**src/inc/dps_map.svh**
```systemverilog
`ifndef DPS_MAP_SVH
`define DPS_MAP_SVH
// software register offsets (word index on the register port)
`define DPS_REG_CTRL      4'h0
`define DPS_REG_LAT       4'h1
`define DPS_REG_TEMP      4'h2
`define DPS_REG_STATUS    4'h3
`define DPS_REG_MR2       4'h4
`define DPS_REG_TIMING    4'h5
// ctrl fields
`define DPS_CTRL_PD_REQ   0
`define DPS_CTRL_PD_EXIT  1
`define DPS_CTRL_SR_REQ   2
`define DPS_CTRL_ASR      3
`define DPS_CTRL_SRT      4
`define DPS_CTRL_BC4MRS   5
`define DPS_CTRL_SLOWEXIT 6
`define DPS_CTRL_DLLLOCK  7
// mode register 2 bit positions
`define DPS_MR2_ASR_BIT   6
`define DPS_MR2_SRT_BIT   7
// status fields
`define DPS_ST_CKE        0
`define DPS_ST_PD         1
`define DPS_ST_SR         2
`define DPS_ST_DBL_REF    3
`define DPS_ST_SR_OK      4
`define DPS_ST_ODT_ASYNC  5
`define DPS_ST_DLL_RST    6
`define DPS_ST_ILLEGAL    7
`define DPS_ST_HOT        8
`define DPS_ST_BUSY       9
// timing figures
`define DPS_CLK_PS        8000
`define DPS_TXPDLL_PS     24000
`define DPS_TXPDLL_CK     10
`define DPS_TREFI_NORM_NS 7800
`define DPS_TREFI_HOT_NS  3900
`define DPS_PDMAX_MULT    9
`define DPS_HOT_LIMIT     8'h55
`define DPS_MAX_LIMIT     8'h5f
`define DPS_RESET_LAT     8'h0b
`define DPS_RESET_TIMING  16'h0c05
`endif

```
**src/inc/dps_pkg.sv**
```systemverilog
package dps_pkg;
   typedef enum logic [2:0] {
      DPS_CMD_NOP, DPS_CMD_ACT, DPS_CMD_PRE, DPS_CMD_REF,
      DPS_CMD_RD, DPS_CMD_WR, DPS_CMD_WRAP, DPS_CMD_MRS
   } dps_cmd_e;
   typedef logic [7:0] dps_cnt_t;
endpackage

```
**src/design/dps_pd_ctrl.sv**
```systemverilog
// Added by the designer: the strobed register port and the register addresses.
`timescale 1ns/100ps
`include "dps_map.svh"
////////////////////////////////////////////////////////////////////////////
// Summary of operation
// - hot case: refresh interval halved
// - hot self refresh needs auto or extended bit
// - bit 7 picks normal or extended range
// - auto bit set forces extended bit zero
// - cke low with nop enters power-down
// - no cke drop during mrs/read/write
// - act/pre/ref one clock, mrs tMOD
// - slow exit makes odt asynchronous
// - nop until buffer-disable delay passes
// - unlocked dll entry needs dll reset
// - power-down under nine normal refresh intervals
// - exit with nop then wait tXP
////////////////////////////////////////////////////////////////////////////
module dps_pd_ctrl #(
   parameter int CLK_MHZ = 125,
   parameter int PD_MAX_CYC = 9 * 975
) (
   input  wire logic                 ref_clk,
   input  wire logic                 reset,
   input  wire logic [3:0]           addr,
   input  wire logic [15:0]          wdata,
   input  wire logic                 wr_stb,
   input  wire logic                 rd_stb,
   output logic      [15:0]          rdata,
   input  wire logic                 cmd_valid,
   input  wire dps_pkg::dps_cmd_e    cmd_code,
   input  wire logic                 ddr_ck,
   output logic                      ddr_cke,
   output logic                      cmd_nop,
   output logic                      ddr_odt_async,
   output logic      [15:0]          mr2_val,
   output logic                      dll_reset_req,
   output logic                      refresh_fast
);
   localparam int TXPDLL_NS_CYC =
      (`DPS_TXPDLL_PS + `DPS_CLK_PS - 1) / `DPS_CLK_PS;
   localparam int TXPDLL_CYC = (TXPDLL_NS_CYC > `DPS_TXPDLL_CK) ?
      TXPDLL_NS_CYC : `DPS_TXPDLL_CK;
   localparam int CPDED_CYC = 1;
   localparam int TXP_CYC = 3;

   typedef enum logic [2:0] {
      ST_ACT, ST_ENTER, ST_PD, ST_SR, ST_EXIT
   } dps_st_e;

   logic [15:0]          ctrl_r;
   logic [7:0]           lat_r;
   logic [7:0]           temp_r;
   logic [15:0]          tim_r;
   logic [15:0]          rdata_nxt;
   dps_st_e              st_r;
   dps_pkg::dps_cnt_t    wait_r;
   dps_pkg::dps_cnt_t    dly_r;
   logic [15:0]          pd_cnt_r;
   logic                 ref_since_exit_r;
   logic                 dll_unlocked_entry_r;
   logic                 ck_s;
   logic                 ck_d_r;
   logic                 ck_rise;
   logic                 hot;
   logic                 sr_ok;
   logic                 illegal;
   logic                 asr_eff;
   logic                 srt_eff;
   logic [7:0]           rl;
   logic [7:0]           wl;
   logic [7:0]           wr_ck;
   logic [7:0]           tmod;
   logic [7:0]           burst;

   dps_sync #(.W(1)) u_ck_sync (
      .ref_clk (ref_clk),
      .reset   (reset),
      .din     (ddr_ck),
      .dout    (ck_s)
   );

   always_ff @(posedge ref_clk or posedge reset) begin
      if (reset)
         ck_d_r <= 1'b0;
      else
         ck_d_r <= ck_s;
   end
   assign ck_rise = ck_s & ~ck_d_r;

   ////////////////////////////////////////////////////////////////////////
   // latency fields: rl[3:0]/wl[7:4] of lat_r, wr/tmod in tim_r
   assign rl    = {4'h0, lat_r[3:0]} + 8'h05;
   assign wl    = {4'h0, lat_r[7:4]} + 8'h05;
   assign wr_ck = tim_r[7:0];
   assign tmod  = tim_r[15:8];
   assign burst = ctrl_r[`DPS_CTRL_BC4MRS] ? 8'h02 : 8'h04;

   // clocks that must pass after a command before cke may drop
   function automatic dps_pkg::dps_cnt_t pden(dps_pkg::dps_cmd_e c);
      case (c)
         dps_pkg::DPS_CMD_ACT,
         dps_pkg::DPS_CMD_PRE,
         dps_pkg::DPS_CMD_REF:  pden = 8'h01;
         dps_pkg::DPS_CMD_RD:   pden = rl + 8'h05;
         dps_pkg::DPS_CMD_WR:   pden = wl + burst + wr_ck;
         dps_pkg::DPS_CMD_WRAP: pden = wl + burst + wr_ck + 8'h01;
         dps_pkg::DPS_CMD_MRS:  pden = tmod;
         default:               pden = 8'h00;
      endcase
   endfunction

   ////////////////////////////////////////////////////////////////////////
   // temperature and self refresh settings
   assign hot     = temp_r > `DPS_HOT_LIMIT;
   assign asr_eff = ctrl_r[`DPS_CTRL_ASR];
   // extended bit only meaningful with auto off
   assign srt_eff = ctrl_r[`DPS_CTRL_SRT] & ~asr_eff;
   assign illegal = ctrl_r[`DPS_CTRL_SRT] & asr_eff;
   assign sr_ok   = ~hot | asr_eff | srt_eff;

   always_ff @(posedge ref_clk or posedge reset) begin
      if (reset) begin
         mr2_val      <= 16'h0000;
         refresh_fast <= 1'b0;
      end else begin
         mr2_val <= 16'h0000;
         mr2_val[`DPS_MR2_ASR_BIT] <= asr_eff;
         mr2_val[`DPS_MR2_SRT_BIT] <= srt_eff;
         refresh_fast <= hot;
      end
   end

   ////////////////////////////////////////////////////////////////////////
   // register port
   always_ff @(posedge ref_clk or posedge reset) begin
      if (reset) begin
         ctrl_r <= 16'h0080;
         lat_r  <= `DPS_RESET_LAT;
         temp_r <= 8'h00;
         tim_r  <= `DPS_RESET_TIMING;
      end else begin
         // requests clear at exit; a stale exit bit dies while active
         if (st_r == ST_ACT)
            ctrl_r[`DPS_CTRL_PD_EXIT] <= 1'b0;
         if (st_r == ST_EXIT) begin
            ctrl_r[`DPS_CTRL_PD_REQ] <= 1'b0;
            ctrl_r[`DPS_CTRL_SR_REQ] <= 1'b0;
            ctrl_r[`DPS_CTRL_PD_EXIT] <= 1'b0;
         end
         if (wr_stb) begin
            case (addr)
               `DPS_REG_CTRL:   ctrl_r <= wdata;
               `DPS_REG_LAT:    lat_r  <= wdata[7:0];
               `DPS_REG_TEMP:   temp_r <= wdata[7:0];
               `DPS_REG_TIMING: tim_r  <= wdata;
               default: ;
            endcase
         end
      end
   end

   always_comb begin
      rdata_nxt = 16'h0000;
      case (addr)
         `DPS_REG_CTRL:   rdata_nxt = ctrl_r;
         `DPS_REG_LAT:    rdata_nxt = {8'h00, lat_r};
         `DPS_REG_TEMP:   rdata_nxt = {8'h00, temp_r};
         `DPS_REG_TIMING: rdata_nxt = tim_r;
         `DPS_REG_MR2:    rdata_nxt = mr2_val;
         `DPS_REG_STATUS: begin
            rdata_nxt[`DPS_ST_CKE]       = ddr_cke;
            rdata_nxt[`DPS_ST_PD]        = st_r == ST_PD;
            rdata_nxt[`DPS_ST_SR]        = st_r == ST_SR;
            rdata_nxt[`DPS_ST_DBL_REF]   = refresh_fast;
            rdata_nxt[`DPS_ST_SR_OK]     = sr_ok;
            rdata_nxt[`DPS_ST_ODT_ASYNC] = ddr_odt_async;
            rdata_nxt[`DPS_ST_DLL_RST]   = dll_reset_req;
            rdata_nxt[`DPS_ST_ILLEGAL]   = illegal;
            rdata_nxt[`DPS_ST_HOT]       = hot;
            rdata_nxt[`DPS_ST_BUSY]      = wait_r != 8'h00;
         end
         default: rdata_nxt = 16'h0000;
      endcase
   end

   always_ff @(posedge ref_clk or posedge reset) begin
      if (reset)
         rdata <= 16'h0000;
      else if (rd_stb)
         rdata <= rdata_nxt;
      else
         rdata <= 16'h0000;
   end

   ////////////////////////////////////////////////////////////////////////
   // command hold-off counter, counted in link clocks
   always_ff @(posedge ref_clk or posedge reset) begin
      if (reset)
         wait_r <= 8'h00;
      else if (cmd_valid && cmd_code != dps_pkg::DPS_CMD_NOP)
         wait_r <= pden(cmd_code);
      else if (st_r == ST_EXIT && ref_since_exit_r)
         wait_r <= wait_r;
      else if (ck_rise && wait_r != 8'h00)
         wait_r <= wait_r - 8'h01;
   end

   always_ff @(posedge ref_clk or posedge reset) begin
      if (reset)
         ref_since_exit_r <= 1'b0;
      else if (st_r == ST_ENTER)
         ref_since_exit_r <= 1'b0;
      else if (cmd_valid && cmd_code == dps_pkg::DPS_CMD_REF)
         ref_since_exit_r <= 1'b1;
   end

   ////////////////////////////////////////////////////////////////////////
   // power-down sequencer
   always_ff @(posedge ref_clk or posedge reset) begin
      if (reset) begin
         st_r                 <= ST_ACT;
         ddr_cke              <= 1'b1;
         cmd_nop              <= 1'b0;
         ddr_odt_async        <= 1'b0;
         dly_r                <= 8'h00;
         pd_cnt_r             <= 16'h0000;
         dll_unlocked_entry_r <= 1'b0;
         dll_reset_req        <= 1'b0;
      end else begin
         if (wr_stb && addr == `DPS_REG_CTRL && wdata[`DPS_CTRL_DLLLOCK])
            dll_reset_req <= 1'b0;
         if (ck_rise && dly_r != 8'h00)
            dly_r <= dly_r - 8'h01;
         case (st_r)
            ST_ACT: begin
               cmd_nop <= 1'b0;
               if (dly_r == 8'h00 && wait_r == 8'h00 && !cmd_valid &&
                   (ctrl_r[`DPS_CTRL_PD_REQ] ||
                    (ctrl_r[`DPS_CTRL_SR_REQ] && sr_ok))) begin
                  // slow exit: odt goes async before cke falls
                  ddr_odt_async <= ctrl_r[`DPS_CTRL_SLOWEXIT];
                  cmd_nop <= 1'b1;
                  st_r    <= ST_ENTER;
               end
            end
            ST_ENTER: if (ck_rise) begin
               ddr_cke  <= 1'b0;
               dll_unlocked_entry_r <= ~ctrl_r[`DPS_CTRL_DLLLOCK];
               dly_r    <= 8'(CPDED_CYC);
               pd_cnt_r <= 16'h0000;
               st_r     <= (ctrl_r[`DPS_CTRL_SR_REQ] && sr_ok) ?
                           ST_SR : ST_PD;
            end
            ST_PD, ST_SR: begin
               if (ck_rise)
                  pd_cnt_r <= pd_cnt_r + 16'h0001;
               if (dly_r == 8'h00 && ck_rise &&
                   (ctrl_r[`DPS_CTRL_PD_EXIT] ||
                    (st_r == ST_PD &&
                     pd_cnt_r >= 16'(PD_MAX_CYC - 1)))) begin
                  ddr_cke <= 1'b1;
                  dly_r   <= 8'(TXPDLL_CYC);
                  st_r    <= ST_EXIT;
               end
            end
            ST_EXIT: if (dly_r == 8'h00 ||
                         (!ddr_odt_async &&
                          dly_r <= 8'(TXPDLL_CYC - TXP_CYC))) begin
               ddr_odt_async <= 1'b0;
               dll_reset_req <= dll_unlocked_entry_r;
               cmd_nop       <= 1'b0;
               // dly_r runs on so re-entry waits the whole relock time
               st_r          <= ST_ACT;
            end
            default: st_r <= ST_ACT;
         endcase
      end
   end

   ////////////////////////////////////////////////////////////////////////
   property p_cke_hold;
      @(posedge ref_clk) disable iff (reset)
      (wait_r != 8'h00) |-> !$fell(ddr_cke);
   endproperty
   a_cke_hold: assert property (p_cke_hold)
      else $error("cke dropped while command wait pending");

   property p_nop_at_entry;
      @(posedge ref_clk) disable iff (reset)
      $fell(ddr_cke) |-> cmd_nop;
   endproperty
   a_nop_at_entry: assert property (p_nop_at_entry)
      else $error("cke fell without nop");

   property p_rd_wait;
      @(posedge ref_clk) disable iff (reset)
      (cmd_valid && cmd_code == dps_pkg::DPS_CMD_RD) |=>
         (wait_r == rl + 8'h05);
   endproperty
   a_rd_wait: assert property (p_rd_wait)
      else $error("read hold-off wrong");

   property p_wrap_wait;
      @(posedge ref_clk) disable iff (reset)
      (cmd_valid && cmd_code == dps_pkg::DPS_CMD_WRAP) |=>
         (wait_r == wl + burst + wr_ck + 8'h01);
   endproperty
   a_wrap_wait: assert property (p_wrap_wait)
      else $error("write ap hold-off wrong");

   property p_mr2_legal;
      @(posedge ref_clk) disable iff (reset)
      mr2_val[`DPS_MR2_ASR_BIT] |-> !mr2_val[`DPS_MR2_SRT_BIT];
   endproperty
   a_mr2_legal: assert property (p_mr2_legal)
      else $error("auto and extended bits both set");

   property p_sr_perm;
      @(posedge ref_clk) disable iff (reset)
      $rose(st_r == ST_SR) |-> $past(sr_ok);
   endproperty
   a_sr_perm: assert property (p_sr_perm)
      else $error("self refresh entered while hot without permission");

   property p_dbl_ref;
      @(posedge ref_clk) disable iff (reset)
      $changed(temp_r) |=> (refresh_fast == $past(hot));
   endproperty
   a_dbl_ref: assert property (p_dbl_ref)
      else $error("refresh rate not following temperature");

   property p_pd_max;
      @(posedge ref_clk) disable iff (reset)
      (st_r == ST_PD) |-> (pd_cnt_r <= 16'(PD_MAX_CYC));
   endproperty
   a_pd_max: assert property (p_pd_max)
      else $error("power-down held too long");

   property p_odt_slow;
      @(posedge ref_clk) disable iff (reset)
      ($fell(ddr_cke) && ctrl_r[`DPS_CTRL_SLOWEXIT]) |-> ddr_odt_async;
   endproperty
   a_odt_slow: assert property (p_odt_slow)
      else $error("odt not async at slow entry");
endmodule

```
**src/design/dps_sync.sv**
```systemverilog
`timescale 1ns/100ps
module dps_sync #(
   parameter int W = 1
) (
   input  wire logic         ref_clk,
   input  wire logic         reset,
   input  wire logic [W-1:0] din,
   output logic      [W-1:0] dout
);
   logic [W-1:0] meta_r;

   // meta_r feeds dout only
   always_ff @(posedge ref_clk or posedge reset) begin
      if (reset) begin
         meta_r <= '0;
         dout   <= '0;
      end else begin
         meta_r <= din;
         dout   <= meta_r;
      end
   end
endmodule

```
**config.mk**
```make
export PLATFORM = sky130hd
export DESIGN_NAME = dps_pd_ctrl
export DESIGN_NICKNAME = d
export VERILOG_FILES = /design/src/inc/dps_pkg.sv /design/src/design/dps_pd_ctrl.sv /design/src/design/dps_sync.sv
export VERILOG_INCLUDE_DIRS = /design/src /design/src/inc
export SDC_FILE = /design/constraint.sdc
export NUM_CORES = 1
export LEC_CHECK = 0
export BUFFER_PORTS_ARGS = -buffer_cell sky130_fd_sc_hd__buf_2
export CAP_MARGIN = 20
export CORE_ASPECT_RATIO = 0.6
export CORE_MARGIN = 4
export CORE_UTILIZATION = 59
export CTS_BUF_LIST = sky130_fd_sc_hd__clkbuf_16
export CTS_CLUSTER_DIAMETER = 100
export DETAILED_ROUTE_END_ITERATION = 10
export PLACE_DENSITY_LB_ADDON = 0.05
export REMOVE_ABC_BUFFERS = 1
export SYNTH_ARGS = -nofsm -noshare
export SYNTH_HDL_FRONTEND = slang
export SYNTH_SLANG_ARGS = --single-unit
```
**constraint.sdc**
```tcl
create_clock -name ref_clk -period 6.4 [get_ports ref_clk]
set_input_delay 0 -clock ref_clk [delete_from_list [all_inputs] [get_ports ref_clk]]
set_output_delay 0 -clock ref_clk [all_outputs]
set_load 0.1 [all_outputs]
```
Yosys cells after proc, flatten, opt, wreduce, memory -nomap -nowiden
Index checks and enable logic that the tools add are counted.

Bits in registers: 111. Input port bits: 29. Word-level logic and storage cells: 146.

Add/sub/neg operators: 9. Magnitude comparators: 3. Equal/unequal tests: 22. Multiplexer cells: 38. Bitwise operators: 9. Reduce and logical (&&, ||, !) cells: 44.

Operator list (count): $pmux 10 s6 (1); $mux 16 (3); $mux 8 (6); $pmux 8 s5 (1); $pmux 16 s2 (1); $mux 3 (8); $add 16x1->16 const B (1); $ge 16x14->1 const B (1); $logic_not 8->1 (2); $pmux 8 s2 (1); $reduce_bool 8->1 (2); $sub 8x1->8 const B (2); $eq 3x3->1 const B (5); $logic_and 1x1->1 (15); $reduce_and 2->1 (7); $eq 3x2->1 const B (4); $mux 1 (12); $pmux 3 s4 (1); $pmux 6 s2 (1); $add 4x3->5 const B (2); $reduce_and 3->1 (3); $add 6x8->8 (1); $add 8x1->8 const B (1); $eq 4x2->1 const B (2); other kinds (22) (42).

Longest topological paths before layout
Depth after elaboration: 9. Depth in mapped cells: 11. Mapped depth without buffers: 11.

Cells and area by module
A second synthesis with hierarchy kept.

Cells, all modules: 624. Area, all modules: 6180.9 µm².

By module, submodules not included: dps_pd_ctrl (instances 1, cells each 621, area each 6127.1 µm², seq. area each 2738.9 µm²); dps_sync (instances 1, cells each 3, area each 53.8 µm², seq. area each 50.0 µm²).

Worst setup path after synthesis
OpenSTA, ideal clock, no wires.

Kind: register -> register. Start: register tim_r[2]. End: register wait_r[7]. Setup time: 0.128 ns. Arrival: 3.124 ns. Required time: 6.272 ns. Setup slack: 3.149 ns. Cell stages (with the launch flop): 12. Period minus slack after synthesis: 3.251 ns. Cell sequence: dfstp_2 inv_1 ha_1 fa_1 inv_1 ha_1 fa_1 xor2_1 nand3_1 or4b_1 a31oi_1 a21oi_1.

Longest elaborated chain between the ends: 4.

Ends and longest elaborated chain: start, declared (line dps_pd_ctrl.sv:54) `logic [15:0] tim_r;`; start signal, assigned (line dps_pd_ctrl.sv:141) `` tim_r <= `DPS_RESET_TIMING; ``; start signal, assigned (line dps_pd_ctrl.sv:156) `` `DPS_REG_TIMING: tim_r <= wdata; ``; $add 6x8->8 * (line dps_pd_ctrl.sv:106, dps_pd_ctrl.sv:107); $add 8x1->8 (line dps_pd_ctrl.sv:107) `dps_pkg::DPS_CMD_WRAP: pden = wl + burst + wr_ck + 8'h01;`; $pmux 8 s5 * (line dps_pd_ctrl.sv:101) `case (c)`; $mux 8 * (line dps_pd_ctrl.sv:201) `else if (cmd_valid && cmd_code != dps_pkg::DPS_CMD_NOP)`; end signal, assigned (line dps_pd_ctrl.sv:202) `wait_r <= pden(cmd_code);`; end signal, assigned (line dps_pd_ctrl.sv:204) `wait_r <= wait_r;`; end signal, assigned (line dps_pd_ctrl.sv:206) `wait_r <= wait_r - 8'h01;`; end, declared (line dps_pd_ctrl.sv:57) `dps_pkg::dps_cnt_t wait_r;`.

Mark *: on every way between the ends. The rest lies on a longest branch, timed or not. A chain may end at the register's enable or synchronous reset.

Worst setup path after layout
Same ends and word-level chain as after synthesis.

==> summary.md <==
| Metric | Value |
|---|---|
| Post-synthesis cell count | 593 |
| Via Count | 4833 |
| Worst Skew | 6.777 ps |
| Vias in the first global route | 4780 |
| Starting DRT DRC Count | 428 |
| Total routed wirelength | 15720 µm |
| Port Buffers | 51 |
| Unrepaired setup endpoints after global routing | no |
| Worst-path fanout max | 4 |
| Fillers | 759 |
| Starting density of the core | 60.40% |
| Ys async rst share | 100.0% |
| MaxCap Viol Count | 0 |
| WHS | 27.91 ps |
| Slew Viols, Final | 0 |
| Arrival time worst endpoint | 3820 ps |
| Hold Crit Depth | 2 |
| Top FF cell, synth | dfrtp_1 |
| Setup TNS | 0 ps |
| Comb power frac | 35.0% |
| Largest net degree at the start of global routing | 75 |
| R2r startpoint | tim_r[2]$_DFFE_PP1P_ |
| Top cell type's share of synthesized area | 43.08% |
| Peak supply drop | 0.0002231 V |
| Register area share after synthesis | 47.07% |
| Critical path data required time | 6640 ps |
| Status | finished clean |
| Synthesized area | 5924 µm² |
| CP Cell Sequence | inv_1, ha_1, fa_1, inv_1, ha_1, fa_1, xor2_1, nand3_1, or4b_1, a31oi_1, a21oi_1 |
| FF-to-FF End | wait_r[7]$_DFFE_PP0P_ |
| Die height | 85.62 µm |
| Number of nets in the layout | 709 |
| DP Wirelength | 11230 µm |
| First-pass GRT wire length | 25930 µm |
| Max H-tree Level | 3 |
| Crit path time final | 3586 ps |
| CP Launch Point | tim_r[2]$_DFFE_PP1P_ |
| GRT overflow | 0 |
| Width of the die | 137.4 µm |
| Fmax | 278.9 MHz |
| Hold path endpoint | rdata[12]$_DFF_PP0_ |
| Worst Tran Pin Value | 1171 ps |
| Crit share post-route | 56.03% |
| Reg2reg setup slack | 2810 ps |
| Area growth from synthesis to layout | 14.36% |
| Worst setup path class | flop to flop |
| Crit path capture type | flop |
| IO Pins | 66 |
| Avg Cell Area, Syn | 9.991 µm² |
| Reg2reg path depth | 11 |
| HP Class | primary input to flop |
| Diode count | 0 |
| DR vias/cell | 6.049 |
| Root Driver | clkbuf_16 |
| Initial antenna violation count | 0 |
| Area leader, netlist | dfrtp_1 |
| CP Launch Type | flop |
| Site row count | 28 |
| Sequential share of power | 40.4% |
| Layout cells sized above 1 | 18.67% |
| Setup bufs post-CTS | 0 |
| # DRC | 0 |
| Most area-consuming cells after synthesis | dfrtp_1 43%, nand2_1 5.9%, mux2_2 5.3% |
| Core area | 9809 µm² |
| Final Setup Violations | 0 |
| Gpl congestion | 0.9247 |
| Sw Pwr | 981.2 µW |
| Clock Latency Late Sink | 360 ps |
| Synth warn | 0 |
| Clock Path Buffers | 2 |
| Library cells used by synthesis | 65 |
| CP max stage cell | dfstp_2 |
| Clock buffers created by TritonCTS | 9 |
| Static leakage | 3.103 nW |
| Num Clock Sinks | 111 |
| Worst-path clk slew | 80 ps |
| Routed len/inst | 19.67 µm |
| Final hold vios | 0 |
| Worst Hold Launch | rd_stb |
| Die area | 11760 µm² |
| Global-route usage over all layers | 28.92% |
| Worst path max stage delay | 550 ps |
| Int Pwr | 1.545 mW |
| Post-synth EDFFs | 0 |
| PwrDens | 372.8 nW/µm² |
| Drt pass-1 iters | 5 |
| Synthesized flop and latch total | 111 |
| Switch share | 38.85% |
| Antenna Nets Post-Route | 0 |
| TritonCTS clock tree | built |
| Max transition margin | 21.73% |
| Clk pwr share | 24.7% |
==> sequential cells by signal, summed over array words and instances, names as in the netlist <==
signal and cells:
lat_r 8, dll_unlocked_entry_r 1, dly_r 8, refresh_fast 1, ctrl_r 16, st_r 3
ck_d_r 1, ddr_cke 1, ref_since_exit_r 1, cmd_nop 1, dll_reset_req 1, mr2_val 2
rdata 16, u_ck_sync.meta_r 1, temp_r 8, ddr_odt_async 1, pd_cnt_r 16, tim_r 16
u_ck_sync.dout 1, wait_r 8
==> metrics by stage <==
| stage | cells | power [mW] | utilization [%] | instance area [µm²] | worst slack [ps] |
|---|---|---|---|---|---|
| after CTS | 799 | 2.514 | 69.07 | 6775 | 2878 |
| after floorplan | 572 | 1.638 | - | 5782 | 3149 |
| after detailed placement | 763 | 1.875 | 63.67 | 6246 | 2893 |
| after global routing | 799 | 2.674 | 69.07 | 6775 | 2653 |
| final | 799 | 2.526 | 69.07 | 6775 | 2814 |
| after global placement | 763 | 1.831 | 63.67 | 6246 | 3028 |
==> area by class of cell <==
type | count | area [µm²] | share of cell area, %
multi-input combinational | 435 | 2895 | 42.73
sequential | 111 | 2789 | 41.16
timing repair buffer | 76 | 493.0 | 7.276
clock buffer | 9 | 225.2 | 3.324
tap | 135 | 168.9 | 2.493
clock inverter | 7 | 103.9 | 1.533
inverter | 26 | 100.1 | 1.477
==> logic make-up (layout without fill, tap and decap cells) <==
kind of cell / count (synthesis) / count (layout) / synth area share [%]
and+or+nand+nor: 209 / 209 / 17.13
AOI/OAI and AO/OA: 125 / 125 / 14.57
DFF: 111 / 111 / 47.08
buffers and inverters: 60 / 118 / 4.878
xor gates and xnor gates: 33 / 33 / 4.879
muxes: 33 / 33 / 6.589
adders and majority gates: 21 / 21 / 4.815
other: 1 / 14 / 0.06330
==> cells in the final DEF, fill, tap and decap left out, drive strengths merged, types with 7 or more instances in the layout <==
master,count
mux2,28
dfrtp,102
inv,29
nor3,8
conb,14
dfstp,9
a31oi,8
a211oi,7
a21oi,16
xnor2,14
nand3,18
nor2,42
a22oi,20
dlygate4sd3,20
clkbuf,9
o21ai,31
buf,56
xor2,19
nand4,7
ha,18
nor2b,10
nand2,94
==> how the worst max path moves through the flow <==
| stage | to | slack (ps) | cells past startpoint |
|---|---|---|---|
| floorplan | wait_r[7]$_DFFE_PP0P_ | 3150 | 11 |
| global placement | wait_r[7]$_DFFE_PP0P_ | 3030 | 11 |
| detailed placement | wait_r[7]$_DFFE_PP0P_ | 2890 | 11 |
| CTS | wait_r[7]$_DFFE_PP0P_ | 2880 | 11 |
| global route | wait_r[7]$_DFFE_PP0P_ | 2650 | 11 |
| finish | wait_r[7]$_DFFE_PP0P_ | 2810 | 11 |
==> cell usage after synthesis, drive strengths merged, types with 2 or more instances <==
master / instances
a211o: 4
a211oi: 7
a21boi: 4
a21o: 3
a21oi: 16
a222oi: 4
a22o: 3
a22oi: 20
a31oi: 8
and2: 2
and3: 5
buf: 22
clkbuf: 12
dfrtp: 102
dfstp: 9
fa: 3
ha: 18
inv: 26
mux2: 28
mux2i: 3
mux4: 2
nand2: 94
nand2b: 4
nand3: 18
nand3b: 2
nand4: 7
nor2: 42
nor2b: 10
nor3: 8
nor3b: 2
nor4: 6
nor4b: 3
nor4bb: 2
o211ai: 2
o21ai: 31
o22ai: 3
o2bb2ai: 2
o311ai: 3
o31a: 2
o31ai: 3
or2: 2
xnor2: 14
xor2: 19
==> what timing repair did <==
item,CTS,global route
resized for setup,0,0
hold buffers,20,0
endpoints found under the setup margin,0,0
endpoints found under the hold margin,86,0
==> critical path, delay by kind of cell (launching register included) <==
kind | cells | cell delay [ps]
buffers and inverters | 2 | 110
adders and majority gates | 4 | 1440
DFF | 1 | 550
AOI/OAI and AO/OA | 2 | 300
xor gates and xnor gates | 1 | 310
and+or+nand+nor | 2 | 770
==> power by group through the flow <==
| stage | sequential (mW) | combinational [mW] | clock, mW |
|---|---|---|---|
| CTS | 1.01 | 0.870 | 0.631 |
| global placement | 1.02 | 0.815 | 0 |
| global route | 1.04 | 0.972 | 0.661 |
| finish | 1.02 | 0.883 | 0.623 |
| floorplan | 1.03 | 0.606 | 0 |
| detailed placement | 1.02 | 0.852 | 0 |
==> per-layer routing <==
metal / global-route usage [%] / part of all wire [%] / vias up
met5: 0 / 0 / -
li1: - / - / 2202
met1: 45.82 / 48 / 2390
met4: 6.250 / 0.92 / 0
met3: 7.503 / 9.1 / 16
met2: 39.84 / 42 / 225
No activity file was read; power rests on OpenSTA's default activity.
